File: src/bss_pkg.sv
// Package with constants and types for the boost startup and fault sequencer.
package bss_pkg;
	// Clock period in picoseconds (250 MHz).
	localparam int CLK_PERIOD_PS = 4000;
	// Soft-start timeout, in microseconds.
	localparam int SS_TIMEOUT_US = 3000;
	// Scaled in two steps so that the product stays inside a 32-bit int.
	localparam int SS_TIMEOUT_CYCLES = SS_TIMEOUT_US * 1000 / (CLK_PERIOD_PS / 1000);
	// Soft-start step count and default step interval (timeout split over the steps).
	localparam int SS_STEPS = 128;
	localparam int SS_STEP_CYCLES = SS_TIMEOUT_CYCLES / SS_STEPS;
	// Fault timer duration in microseconds.
	localparam int FAULT_TIME_US = 50000;
	localparam int FAULT_CYCLES = FAULT_TIME_US * 1000 / (CLK_PERIOD_PS / 1000);
	localparam int CNT_W = 24;
	localparam int STEP_W = 8;

	// Register offsets (byte addresses).
	localparam logic [7:0] ADDR_STATUS = 8'h00;
	localparam logic [7:0] ADDR_IRQ_STAT = 8'h04;
	localparam logic [7:0] ADDR_IRQ_MASK = 8'h08;
	localparam logic [7:0] ADDR_CTRL = 8'h0C;
	localparam logic [7:0] ADDR_STEP = 8'h10;

	// Interrupt event bit positions.
	localparam int EV_FAULT = 0;
	localparam int EV_THERMAL = 1;
	localparam int EV_SS_DONE = 2;
	localparam int EV_LOCKOUT = 3;
	localparam int EV_RAIL_BLOCK = 4;
	localparam int EV_W = 5;

	// Control register: bit 0 is a software regulator disable.
	localparam int CTRL_SW_OFF = 0;
	localparam logic [31:0] CTRL_RESET = 32'h0000_0000;
	localparam logic [EV_W-1:0] MASK_RESET = 5'h00;

	typedef enum logic [5:0] {
		ST_IDLE = 6'h01,
		ST_OPEN_LOOP = 6'h02,
		ST_REF_WAIT = 6'h04,
		ST_SOFT_START = 6'h08,
		ST_RUN = 6'h10,
		ST_FAULT = 6'h20
	} bss_state_type;
endpackage

File: src/bss_flag_if.sv
// Interface carrying synchronised comparator flags to the sequencer core.
`timescale 1ns/1ps
interface bss_flag_if;
	logic in_above_rise;
	logic in_below_fall;
	logic rail_uv;
	logic rail_ov;
	logic internal_supply_rail_ok;
	logic ref_ready;
	logic feedback_sense_low;
	logic feedback_sense_reg;
	logic over_temp;
	logic regulator_disable_n;
	modport src (output in_above_rise, in_below_fall, rail_uv, rail_ov,
		internal_supply_rail_ok, ref_ready, feedback_sense_low, feedback_sense_reg,
		over_temp, regulator_disable_n);
	modport dst (input in_above_rise, in_below_fall, rail_uv, rail_ov,
		internal_supply_rail_ok, ref_ready, feedback_sense_low, feedback_sense_reg,
		over_temp, regulator_disable_n);
endinterface

File: src/bss_sync.sv
// Two-flop synchroniser bank for the comparator flags.
`timescale 1ns/1ps
module bss_sync (
	input wire logic clk,
	input wire logic resetn,
	input wire logic [9:0] raw,
	bss_flag_if.src flags
);
	logic [9:0] meta_q;
	logic [9:0] sync_q;

	always_ff @(posedge clk or negedge resetn) begin
		if (!resetn) begin
			meta_q <= 10'h000;
			sync_q <= 10'h000;
		end else begin
			meta_q <= raw;
			sync_q <= meta_q;
		end
	end

	assign flags.in_above_rise = sync_q[0];
	assign flags.in_below_fall = sync_q[1];
	assign flags.rail_uv = sync_q[2];
	assign flags.rail_ov = sync_q[3];
	assign flags.internal_supply_rail_ok = sync_q[4];
	assign flags.ref_ready = sync_q[5];
	assign flags.feedback_sense_low = sync_q[6];
	assign flags.feedback_sense_reg = sync_q[7];
	assign flags.over_temp = sync_q[8];
	assign flags.regulator_disable_n = sync_q[9];
endmodule

File: src/bss_sequencer.sv
// Boost regulator startup and fault sequencer with a Wishbone register slave.
// Operation
// - Input supply valid above upper threshold, stays valid until below lower threshold.
// - Input lockout turns off boost, linear regulator, switch control; amplifier hi-Z.
// - Overall enable needs input valid, rail above lockout and fault latch clear.
// - After enable, run the power switch open-loop to build the internal supply.
// - Turn on internal reference only after internal supply rail flag is high.
// - On reference ready, enable PWM and current limit, enter soft-start.
// - Soft-start raises current limit in equal steps, step index counts to full.
// - Soft-start ends on regulation or timer expiry, whichever comes first.
// - In steady state, feedback-low starts the fault timer.
// - Feedback-low held for full timer sets fault latch and shuts outputs off.
// - Fault latch holds until the input supply is cycled through lockout.
// - Feedback fault detection and timer are held off during soft-start.
// - Rail undervoltage or overvoltage disables the gate driver while present.
// - Rail undervoltage and overvoltage never set the fault latch.
// - Over-temperature sets a thermal latch shutting everything off until supply cycles.
// - Regulator-disable low stops only the boost; amplifier and switch control stay.
//
// Implementation choices: the address map and register access over Wishbone.
`timescale 1ns/1ps
module bss_sequencer #(
	parameter int SS_STEP_CYCLES = bss_pkg::SS_STEP_CYCLES,
	parameter int SS_TIMEOUT_CYCLES = bss_pkg::SS_TIMEOUT_CYCLES,
	parameter int FAULT_CYCLES = bss_pkg::FAULT_CYCLES
) (
	input wire logic clk,
	input wire logic resetn,
	input wire logic in_above_rise,
	input wire logic in_below_fall,
	input wire logic rail_uv,
	input wire logic rail_ov,
	input wire logic internal_supply_rail_ok,
	input wire logic ref_ready,
	input wire logic feedback_sense_low,
	input wire logic feedback_sense_reg,
	input wire logic over_temp,
	input wire logic regulator_disable_n,
	input wire logic wb_cyc_i,
	input wire logic wb_stb_i,
	input wire logic wb_we_i,
	input wire logic [7:0] wb_adr_i,
	input wire logic [3:0] wb_sel_i,
	input wire logic [31:0] wb_dat_i,
	output logic [31:0] wb_dat_o,
	output logic wb_ack_o,
	output logic wb_err_o,
	output logic device_enable,
	output logic open_loop_en,
	output logic pwm_en,
	output logic current_limit_en,
	output logic gate_drive_en,
	output logic linear_reg_en,
	output logic switch_ctrl_en,
	output logic amp_out_en,
	output logic reference_en,
	output logic [7:0] ss_step,
	output logic irq
);
	bss_flag_if flags ();

	bss_sync u_sync (
		.clk(clk),
		.resetn(resetn),
		.raw({regulator_disable_n, over_temp, feedback_sense_reg, feedback_sense_low,
			ref_ready, internal_supply_rail_ok, rail_ov, rail_uv, in_below_fall,
			in_above_rise}),
		.flags(flags)
	);

	bss_pkg::bss_state_type state_q;
	logic in_valid_q;
	logic fault_q;
	logic thermal_q;
	logic [bss_pkg::CNT_W-1:0] step_cnt_q;
	logic [bss_pkg::CNT_W-1:0] ss_time_q;
	logic [bss_pkg::CNT_W-1:0] fault_cnt_q;
	logic [bss_pkg::STEP_W-1:0] step_q;
	logic [bss_pkg::EV_W-1:0] irq_stat_q;
	logic [bss_pkg::EV_W-1:0] irq_mask_q;
	logic [31:0] ctrl_q;
	logic rail_block_q;
	logic ack_q;

	logic lockout;
	logic latched;
	logic rail_bad;
	logic enable;
	logic ss_done;
	logic fault_hit;
	logic sw_off;
	logic boost_allowed;
	logic [bss_pkg::EV_W-1:0] events;
	logic wb_req;
	logic wb_wr;
	logic addr_ok;

	// Lockout is the inverse of the hysteretic input-valid state.
	assign lockout = !in_valid_q;
	assign latched = fault_q || thermal_q;
	// Rail lockout uses the undervoltage flag only; overvoltage just blocks switching.
	assign enable = in_valid_q && !flags.rail_uv && !latched;
	assign rail_bad = flags.rail_uv || flags.rail_ov;
	assign ss_done = flags.feedback_sense_reg ||
		(ss_time_q >= bss_pkg::CNT_W'(SS_TIMEOUT_CYCLES - 1));
	assign fault_hit = (state_q == bss_pkg::ST_RUN) && flags.feedback_sense_low &&
		(fault_cnt_q >= bss_pkg::CNT_W'(FAULT_CYCLES - 1));
	assign sw_off = ctrl_q[bss_pkg::CTRL_SW_OFF];
	assign boost_allowed = flags.regulator_disable_n && !sw_off;

	// Upper threshold sets valid, lower threshold clears it.
	always_ff @(posedge clk or negedge resetn) begin
		if (!resetn) begin
			in_valid_q <= 1'b0;
		end else if (flags.in_below_fall) begin
			in_valid_q <= 1'b0;
		end else if (flags.in_above_rise) begin
			in_valid_q <= 1'b1;
		end
	end

	// Sequencer state machine.
	always_ff @(posedge clk or negedge resetn) begin
		if (!resetn) begin
			state_q <= bss_pkg::ST_IDLE;
		end else if (lockout) begin
			state_q <= bss_pkg::ST_IDLE;
		end else if (latched || fault_hit || flags.over_temp) begin
			state_q <= bss_pkg::ST_FAULT;
		end else begin
			case (state_q)
				bss_pkg::ST_IDLE: begin
					if (enable && boost_allowed) begin
						state_q <= bss_pkg::ST_OPEN_LOOP;
					end
				end
				bss_pkg::ST_OPEN_LOOP: begin
					if (!boost_allowed) begin
						state_q <= bss_pkg::ST_IDLE;
					end else if (flags.internal_supply_rail_ok) begin
						state_q <= bss_pkg::ST_REF_WAIT;
					end
				end
				bss_pkg::ST_REF_WAIT: begin
					if (!boost_allowed) begin
						state_q <= bss_pkg::ST_IDLE;
					end else if (flags.ref_ready) begin
						state_q <= bss_pkg::ST_SOFT_START;
					end
				end
				bss_pkg::ST_SOFT_START: begin
					if (!boost_allowed) begin
						state_q <= bss_pkg::ST_IDLE;
					end else if (ss_done) begin
						state_q <= bss_pkg::ST_RUN;
					end
				end
				bss_pkg::ST_RUN: begin
					if (!boost_allowed) begin
						state_q <= bss_pkg::ST_IDLE;
					end
				end
				bss_pkg::ST_FAULT: begin
					state_q <= bss_pkg::ST_FAULT;
				end
				default: begin
					state_q <= bss_pkg::ST_IDLE;
				end
			endcase
		end
	end

	// Soft-start timer and step ramp.
	always_ff @(posedge clk or negedge resetn) begin
		if (!resetn) begin
			ss_time_q <= '0;
			step_cnt_q <= '0;
			step_q <= 8'h00;
		end else if (state_q != bss_pkg::ST_SOFT_START && state_q != bss_pkg::ST_RUN) begin
			ss_time_q <= '0;
			step_cnt_q <= '0;
			step_q <= 8'h00;
		end else if (state_q == bss_pkg::ST_RUN) begin
			// Once regulated, the full limit applies regardless of the ramp.
			step_q <= 8'(bss_pkg::SS_STEPS);
		end else begin
			ss_time_q <= ss_time_q + 1'b1;
			if (step_cnt_q >= bss_pkg::CNT_W'(SS_STEP_CYCLES - 1)) begin
				step_cnt_q <= '0;
				if (step_q < 8'(bss_pkg::SS_STEPS)) begin
					step_q <= step_q + 8'h01;
				end
			end else begin
				step_cnt_q <= step_cnt_q + 1'b1;
			end
		end
	end

	// Fault timer restarts whenever feedback recovers, so only a continuous fault counts.
	always_ff @(posedge clk or negedge resetn) begin
		if (!resetn) begin
			fault_cnt_q <= '0;
		end else if (state_q != bss_pkg::ST_RUN || !flags.feedback_sense_low) begin
			fault_cnt_q <= '0;
		end else if (!fault_hit) begin
			fault_cnt_q <= fault_cnt_q + 1'b1;
		end
	end

	// Fault latches; rail limits never feed them.
	always_ff @(posedge clk or negedge resetn) begin
		if (!resetn) begin
			fault_q <= 1'b0;
			thermal_q <= 1'b0;
		end else if (lockout) begin
			fault_q <= 1'b0;
			thermal_q <= 1'b0;
		end else begin
			if (fault_hit) begin
				fault_q <= 1'b1;
			end
			if (flags.over_temp) begin
				thermal_q <= 1'b1;
			end
		end
	end

	// Output enables, registered from the sequencer state and the lockout, latch, over-temperature and rail conditions.
	always_ff @(posedge clk or negedge resetn) begin
		if (!resetn) begin
			device_enable <= 1'b0;
			open_loop_en <= 1'b0;
			pwm_en <= 1'b0;
			current_limit_en <= 1'b0;
			gate_drive_en <= 1'b0;
			linear_reg_en <= 1'b0;
			switch_ctrl_en <= 1'b0;
			amp_out_en <= 1'b0;
			reference_en <= 1'b0;
			ss_step <= 8'h00;
		end else begin
			device_enable <= enable;
			open_loop_en <= (state_q == bss_pkg::ST_OPEN_LOOP);
			reference_en <= (state_q == bss_pkg::ST_REF_WAIT) ||
				(state_q == bss_pkg::ST_SOFT_START) || (state_q == bss_pkg::ST_RUN);
			pwm_en <= (state_q == bss_pkg::ST_SOFT_START) || (state_q == bss_pkg::ST_RUN);
			current_limit_en <= (state_q == bss_pkg::ST_SOFT_START) ||
				(state_q == bss_pkg::ST_RUN);
			gate_drive_en <= !rail_bad && !lockout && !latched && !fault_hit &&
				!flags.over_temp && boost_allowed &&
				(state_q != bss_pkg::ST_IDLE) && (state_q != bss_pkg::ST_FAULT);
			// Switch control, linear regulator and amplifier ignore the regulator disable.
			linear_reg_en <= !lockout && !latched && !flags.over_temp && !fault_hit;
			switch_ctrl_en <= !lockout && !latched && !flags.over_temp && !fault_hit;
			amp_out_en <= !lockout && !latched && !flags.over_temp && !fault_hit;
			ss_step <= step_q;
		end
	end

	// Interrupt events: latches set, soft-start done, lockout entry, rail block.
	always_ff @(posedge clk or negedge resetn) begin
		if (!resetn) begin
			rail_block_q <= 1'b0;
		end else begin
			rail_block_q <= rail_bad;
		end
	end

	always_comb begin
		events = '0;
		events[bss_pkg::EV_FAULT] = fault_hit && !fault_q;
		events[bss_pkg::EV_THERMAL] = flags.over_temp && !thermal_q && !lockout;
		events[bss_pkg::EV_SS_DONE] = (state_q == bss_pkg::ST_SOFT_START) && ss_done &&
			boost_allowed && !latched && !lockout && !flags.over_temp;
		events[bss_pkg::EV_LOCKOUT] = flags.in_below_fall && in_valid_q;
		events[bss_pkg::EV_RAIL_BLOCK] = rail_bad && !rail_block_q;
	end

	// Wishbone classic slave, one wait state: ack follows the request by one cycle.
	assign wb_req = wb_cyc_i && wb_stb_i && !ack_q && !wb_err_o;
	assign wb_wr = wb_cyc_i && wb_stb_i && ack_q && wb_we_i && wb_sel_i[0];
	assign addr_ok = (wb_adr_i == bss_pkg::ADDR_STATUS) || (wb_adr_i == bss_pkg::ADDR_IRQ_STAT) ||
		(wb_adr_i == bss_pkg::ADDR_IRQ_MASK) || (wb_adr_i == bss_pkg::ADDR_CTRL) ||
		(wb_adr_i == bss_pkg::ADDR_STEP);

	// A new event wins over a write-one-to-clear in the same cycle.
	always_ff @(posedge clk or negedge resetn) begin
		if (!resetn) begin
			irq_stat_q <= '0;
		end else if (wb_wr && wb_adr_i == bss_pkg::ADDR_IRQ_STAT) begin
			irq_stat_q <= (irq_stat_q & ~wb_dat_i[bss_pkg::EV_W-1:0]) | events;
		end else begin
			irq_stat_q <= irq_stat_q | events;
		end
	end

	always_ff @(posedge clk or negedge resetn) begin
		if (!resetn) begin
			irq_mask_q <= bss_pkg::MASK_RESET;
			ctrl_q <= bss_pkg::CTRL_RESET;
		end else if (wb_wr && wb_adr_i == bss_pkg::ADDR_IRQ_MASK) begin
			irq_mask_q <= wb_dat_i[bss_pkg::EV_W-1:0];
		end else if (wb_wr && wb_adr_i == bss_pkg::ADDR_CTRL) begin
			ctrl_q <= {31'h0000_0000, wb_dat_i[bss_pkg::CTRL_SW_OFF]};
		end
	end

	always_ff @(posedge clk or negedge resetn) begin
		if (!resetn) begin
			ack_q <= 1'b0;
			wb_err_o <= 1'b0;
			wb_dat_o <= 32'h0000_0000;
		end else begin
			ack_q <= wb_req && addr_ok;
			wb_err_o <= wb_req && !addr_ok;
			wb_dat_o <= 32'h0000_0000;
			if (wb_req && !wb_we_i) begin
				case (wb_adr_i)
					bss_pkg::ADDR_STATUS: begin
						wb_dat_o <= {21'h000000, in_valid_q, flags.rail_uv, flags.rail_ov,
							fault_q, thermal_q, 6'(state_q)};
					end
					bss_pkg::ADDR_IRQ_STAT: begin
						wb_dat_o <= {27'h0000000, irq_stat_q};
					end
					bss_pkg::ADDR_IRQ_MASK: begin
						wb_dat_o <= {27'h0000000, irq_mask_q};
					end
					bss_pkg::ADDR_CTRL: begin
						wb_dat_o <= ctrl_q;
					end
					bss_pkg::ADDR_STEP: begin
						wb_dat_o <= {24'h000000, step_q};
					end
					default: begin
						wb_dat_o <= 32'h0000_0000;
					end
				endcase
			end
		end
	end

	assign wb_ack_o = ack_q;
	assign irq = |(irq_stat_q & irq_mask_q);
endmodule

File: config.mk
export PLATFORM = sky130hd
export DESIGN_NAME = bss_sequencer
export DESIGN_NICKNAME = d
export VERILOG_FILES = /design/src/bss_pkg.sv /design/src/bss_flag_if.sv /design/src/bss_sync.sv /design/src/bss_sequencer.sv
export SDC_FILE = /design/constraint.sdc
export NUM_CORES = 1
export LEC_CHECK = 0
export ABC_AREA = 1
export BUFFER_PORTS_ARGS = -buffer_cell sky130_fd_sc_hd__buf_4
export CAP_MARGIN = 20
export CORE_UTILIZATION = 37
export DETAILED_ROUTE_END_ITERATION = 10
export GPL_TIMING_DRIVEN = 1
export PLACE_DENSITY_LB_ADDON = 0.08
export SYNTH_ARGS = -nofsm -noshare
export SYNTH_HDL_FRONTEND = slang
export SYNTH_SLANG_ARGS = --single-unit
File: constraint.sdc
create_clock -name clk -period 5.4 [get_ports clk]
set_clock_uncertainty 0.15 [all_clocks]
set_input_delay 0.27 -clock clk [delete_from_list [all_inputs] [get_ports clk]]
set_output_delay 0.27 -clock clk [all_outputs]
set_load 0.1 [all_outputs]
==> results of run 1 <==
layer usage:
| layer | part of all wire [%] | up-vias | wire (um) | track usage (%) |
|---|---|---|---|---|
| met5 | 0 | - | 0 | 0 |
| met4 | 1.2 | 0 | 195 | 5.38 |
| met3 | 3.3 | 21 | 530 | 4.03 |
| met2 | 44 | 94 | 7150 | 26.6 |
| met1 | 51 | 2634 | 8220 | 25.7 |
| li1 | - | 2875 | - | - |
worst max-delay path by stage:
stage                     endpoint  slack, ns  cells past startpoint            from
finish               ss_time_q[22]       2.47                      5      state_q[2]
CTS                  ss_time_q[22]       2.34                      5      state_q[2]
detailed placement   ss_time_q[22]       2.37                      5      state_q[2]
global placement     ss_time_q[22]       2.36                      5      state_q[2]
floorplan           fault_cnt_q[9]       3.55                     12  fault_cnt_q[0]
global route            state_q[2]       2.19                     11      state_q[2]
cell type report:
cell class / count / area, um2 / share of cell area (%)
flip-flops and latches: 148 / 3700 / 43.7
multi-input cells: 560 / 2770 / 32.6
inverters: 120 / 450 / 5.32
well taps: 234 / 293 / 3.45
clock inverters: 15 / 194 / 2.29
repair buffers: 79 / 642 / 7.57
clock buffers: 17 / 425 / 5.02
sequential cells by signal (all words and copies together) (netlist names), 5 cells and up:
name	count
u_sync.sync_q	10
step_cnt_q	24
fault_cnt_q	24
ss_time_q	24
ss_step	8
state_q	6
irq_stat_q	5
irq_mask_q	5
wb_dat_o	11
u_sync.meta_q	10
step_q	8
through the flow:
step,instances,power [mW]
5_1_grt,1173,2.65
4_1_cts,1173,2.59
2_1_floorplan,863,1.27
6_report,1173,2.56
3_3_place_gp,1123,1.32
3_5_place_dp,1123,1.32
worst min-delay path, cell delays in order:
cell and delay [ns]:
buf_4 0.08, inv_1 0.05, nand2_1 0.13, nor3b_1 0.07
power breakdown:
| part | internal (mW) | switching (mW) |
|---|---|---|
| sequential | 1.12 | 0.00954 |
| clock | 0.741 | 0.513 |
| combinational | 0.0361 | 0.136 |
cell usage in the layout (no fill, tap or decap), drive strengths merged, types with 2 or more instances in the layout:
cell type and instances:
nor2 91, inv 126, nand4 22, dlygate4sd3 18, or2 5, and2 4, dfrtp 147, clkinv 4
nand3 50, nand2 177, a21oi 35, conb 21, o21ai 65, bufinv 3, nor4 7, o31ai 4
clkinvlp 2, clkbuf 17, ha 5, o22ai 5, xor2 8, and3 3, a31oi 3, a41oi 3
buf 61, nor3 32, nor3b 5
timing repair:
item | in CTS | in global routing
hold buffers | 18 | 0
setup buffers | 0 | 0
hold endpoints to repair | 102 | 0
endpoints found under the setup margin | 0 | 0
resized for setup | 0 | 0
cells by family (layout without fill, tap and decap cells):
logic type / Yosys count / in the layout
xor+xnor: 9 / 9
simple gates: 399 / 399
buf+inv: 155 / 231
other cells: 1 / 21
fa+ha+maj: 5 / 5
flops: 148 / 148
compound gates: 126 / 126
==> flow_summary.ini, run 1 <==
[worst_setup_path]
reg2reg_slack_ns = 2.47
crit_path_end_kind = flip-flop
rr_worst_depth = 5
cp.required_ns = 5.57
crit_path_start_kind = flip-flop
regToRegStartpoint = state_q[2]
cp_max_fo = 33
cpMaxStageDelayCell = nand2_1
path_cells = nor2_2 > nand3_2 > nand2_1 > inv_1 > o31ai_1
cpPeakStageDelay_ns = 0.85
reg2reg_to = ss_time_q[22]
crit_buf_inv = 1
worstSetupPathType = flip-flop to flip-flop
crit_family = simple AND/OR/NAND/NOR gates
worstPathArrival_ns = 3.10

[timing]
post-route-period-util_pct = 54.2
layout_min_cycle_time_ns = 2.93
drv_slew = 0
holdWs_ns = 0.0771
setup_violations = 0
max_freq_mhz = 342
hold_viol = 0
worstMarginPinSlew_ns = 0.797
rsz0062_at_grt = no
final.setup.worst_slack_ns = 2.47
finalSetupTns_ns = 0
slew_headroom_pct = 46.8

[floorplan]
die_area_um2 = 19700
die_y_um = 140
core_area_um2 = 18700
die_x_um = 140
io_pins = 111
start_util_pct = 37.8
rows = 50

[placed_design]
dpl_cell_area_um2 = 7670
dpl_worst_slack_ns = 2.37
portBuffers = 59
place_congestion = 0.822
dp.final_hpwl_um = 11400

[yosys]
synth_xor_area_share_pct = 1.11
syn_avg_cell_area_um2 = 8.40
synth_top_family_by_area = simple AND/OR/NAND/NOR gates
yosysMostFrequentCell = nand2_1
synth-edff-count = 0
synth_common_cells = nand2_1, dfrtp_1, inv_1
yosys-mux-area-fraction_pct = 0
ys_types = 52
synth-simple-area-share_pct = 26.1
synthAdderAreaFrac_pct = 0.884
ys_warn_count = 0
synth_top_area_cell = dfrtp_1
syn_area_um2 = 7080
synth_compound_area_share_pct = 9.90
synth_cells = 843
netlist.area_leader.share_pct = 52.0
synth-seq-cells = 148
ys_top_cells_by_area = dfrtp_1, nand2_1, inv_1
yosysSeqAreaShare_pct = 52.3
synthArstFlopShare_pct = 100
synth_ff_type = dfrtp_1

[run_status]
outcome = completed

[worst_hold_path]
hp-class = input port to flip-flop
worstHoldEndpoint = wb_dat_o[9]
worstHoldPathCells = 4
hold_start = wb_we_i

[clock_tree]
clock_path_buffers = 2
root_buffer = clkbuf_16
numCtsBuffers = 17
numClockSinks = 148
cts_tree = done
htreeDepth = 4
clk_latency_ns = 0.42
clkTransAtPathRegs_ns = 0.06

[finish]
fin_area_um2 = 8470
utilization_pct = 45.3
final_nets = 990
nFillCells = 1865
diodes = 0
area_growth_pct = 19.7
layout-drive-gt1-share_pct = 13.7

[power]
power_per_cell_area_nw_per_um2 = 302
p_leak_nw = 3.82
peakVddDrop_v = 0.000220

[global_route]
grt_pass1_wl_um = 27300
grt_pass1_vias = 5296
grt_overflow = 0
antenna_found_initial = 0
grt_use_total_pct = 17.8
grt_max_degree = 88

[route]
via_count = 5624
drtIter0Drc = 344
via_per_inst = 4.79
first_pass_iters = 5
wire_per_inst_um = 13.7
drc_errors = 0
wl_um = 16100
ant_nets = 0

[job]
max_cap_viol_count = 0
Power figures use the tool's default switching activity.
==> run 2, diff against run 1 <==
==> constraint.sdc (replaced) <==
create_clock -name clk -period 2.5 [get_ports clk]
set_clock_uncertainty 0.15 [all_clocks]
set_input_delay 0.125 -clock clk [delete_from_list [all_inputs] [get_ports clk]]
set_output_delay 0.125 -clock clk [all_outputs]
set_load 0.1 [all_outputs]
==> flow_summary.ini, run 2 (same netlist as run 1, synthesis figures left out) <==
[clock_tree]
numClockSinks = 148
clk_latency_ns = 0.43
clkTransAtPathRegs_ns = 0.07
cts_tree = done
numCtsBuffers = 17
clock_path_buffers = 2
post-cts-setup-buffers = 0
root_buffer = clkbuf_16
htreeDepth = 4

[worst_hold_path]
hp-class = input port to flip-flop

[job]
max_cap_viol_count = 0

[timing]
max_freq_mhz = 438
worstMarginPinSlew_ns = 0.591
slew_headroom_pct = 60.6
holdWs_ns = 0.0344
hold_viol = 0
layout_min_cycle_time_ns = 2.28
rsz0062_at_grt = no
finalSetupTns_ns = 0
post-route-period-util_pct = 91.4
setup_violations = 0
drv_slew = 0

[finish]
layout-drive-gt1-share_pct = 14.3
largest_registers = fault_cnt_q (24), ss_time_q (24), step_cnt_q (24)
ff_latch_area_um2 = 3700
area_growth_pct = 21.0
layout_common_cells = nand2_1, dfrtp_1, inv_1, nor2_1, buf_4
diodes = 0
final_nets = 1006
mostFrequentLayoutCell = nand2_1
nFillCells = 1845
multiInputGateArea_um2 = 2770

[worst_setup_path]
cp.required_ns = 2.66
cp_max_fo = 18
worstSetupPathType = flip-flop to flip-flop
worstPathArrival_ns = 2.44
crit_path_end_kind = flip-flop
crit_path_start_kind = flip-flop

[floorplan]
io_pins = 111
die_x_um = 140
rows = 50
die_y_um = 140
die_area_um2 = 19700
start_util_pct = 37.8
core_area_um2 = 18700

[power]
p_leak_nw = 3.87
combPwrFrac_pct = 7.4
seqPwrFrac_pct = 46.8
p_int_mw = 3.81
p_switching_mw = 1.42
swShare_pct = 27.1
p_total_mw = 5.23
p_clk_share_pct = 45.8
power_per_cell_area_nw_per_um2 = 610
peakVddDrop_v = 0.000475

[route]
ant_nets = 0
wl_um = 16400
first_pass_iters = 5
via_count = 5760
wire_per_inst_um = 13.8
drtIter0Drc = 325
via_per_inst = 4.84
drc_errors = 0

[global_route]
grt_pass1_wl_um = 27000
grt_max_degree = 61
antenna_found_initial = 0
grt_pass1_vias = 5338
grt_use_total_pct = 17.6
grt_overflow = 0

[placed_design]
place_congestion = 0.813
dp.final_hpwl_um = 11900
portBuffers = 59

[run_status]
outcome = completed
==> run 2: cell count changes in the layout (fill, tap and decap cells not counted) <==
cell	previous run	this run
clkbuf_1	0	1
buf_4	60	67
clkinv_4	2	4
buf_12	0	2
bufinv_16	3	0
dlygate4sd3_1	18	25
clkinvlp_4	2	3
inv_6	5	4
==> run 2: power by group through the flow <==
stage / registers (mW) / clock network [mW] / logic, mW
finish: 2.44 / 2.39 / 0.389
global route: 2.45 / 2.55 / 0.419
CTS: 2.44 / 2.45 / 0.395
detailed placement: 2.49 / 0 / 0.364
global placement: 2.49 / 0 / 0.364
floorplan: 2.51 / 0 / 0.241
==> run 2: stage by stage <==
stage / worst slack (ns) / cells / utilization [%] / area (um2)
floorplan: 0.650 / 863 / - / 7150
global placement: 0.293 / 1132 / 41.5 / 7770
detailed placement: 0.221 / 1132 / 41.5 / 7770
CTS: 0.199 / 1189 / 45.8 / 8570
global route: 0.0420 / 1189 / 45.8 / 8570
finish: 0.215 / 1189 / 45.8 / 8570
==> run 2: repair_timing <==
item	in CTS	in global routing
resized for setup	0	0
setup endpoints to repair	0	0
endpoints found under the hold margin	105	0
hold buffers	25	0
==> run 2: layer usage <==
layer  routed length, um  part of all wire (%)  GRT usage (%)  vias to the layer above
met5                   0                     0              0                        -
met2                7230                    44           26.1                      112
met4                 194                   1.2           5.15                        0
li1                    -                     -              -                     2908
met3                 613                   3.7           4.10                       21
met1                8340                    51           25.7                     2719
==> run 2: cell type report <==
class / count / share of cell area [%]
Sequential cell: 148 / 43.2
Multi-Input combinational cell: 560 / 32.3
Timing Repair Buffer: 95 / 9.39
Inverter: 120 / 5.26
Clock buffer: 18 / 5.01
Tap cell: 234 / 3.42
Clock inverter: 14 / 1.40
==> run 2: worst paths after layout <==
kind                                        from          endpoint  slack (ns)  cells past startpoint
worst max-delay path              fault_cnt_q[0]        state_q[4]        0.22                     13
worst min-delay path                 wb_adr_i[4]          wb_ack_o        0.03                      6
worst max register to register    fault_cnt_q[0]        state_q[4]        0.22                     13
worst min register to register  u_sync.meta_q[2]  u_sync.sync_q[2]        0.20                      0
max in group asynchronous                 resetn        state_q[0]        1.42                      3
min in group asynchronous                 resetn     step_cnt_q[4]        0.09                      2
==> run 2: critical path: stages (launching register included) <==
cell and delay [ns]:
dfrtp_1 0.40, ha_1 0.23, nand2_1 0.06, inv_1 0.03, nand2_1 0.10, nand2_1 0.07, nand3_1 0.08, nand3_1 0.10
nand2_2 0.30, nand2_1 0.13, nor2_1 0.16, nand2_1 0.13, nand2_1 0.15, a21oi_1 0.08
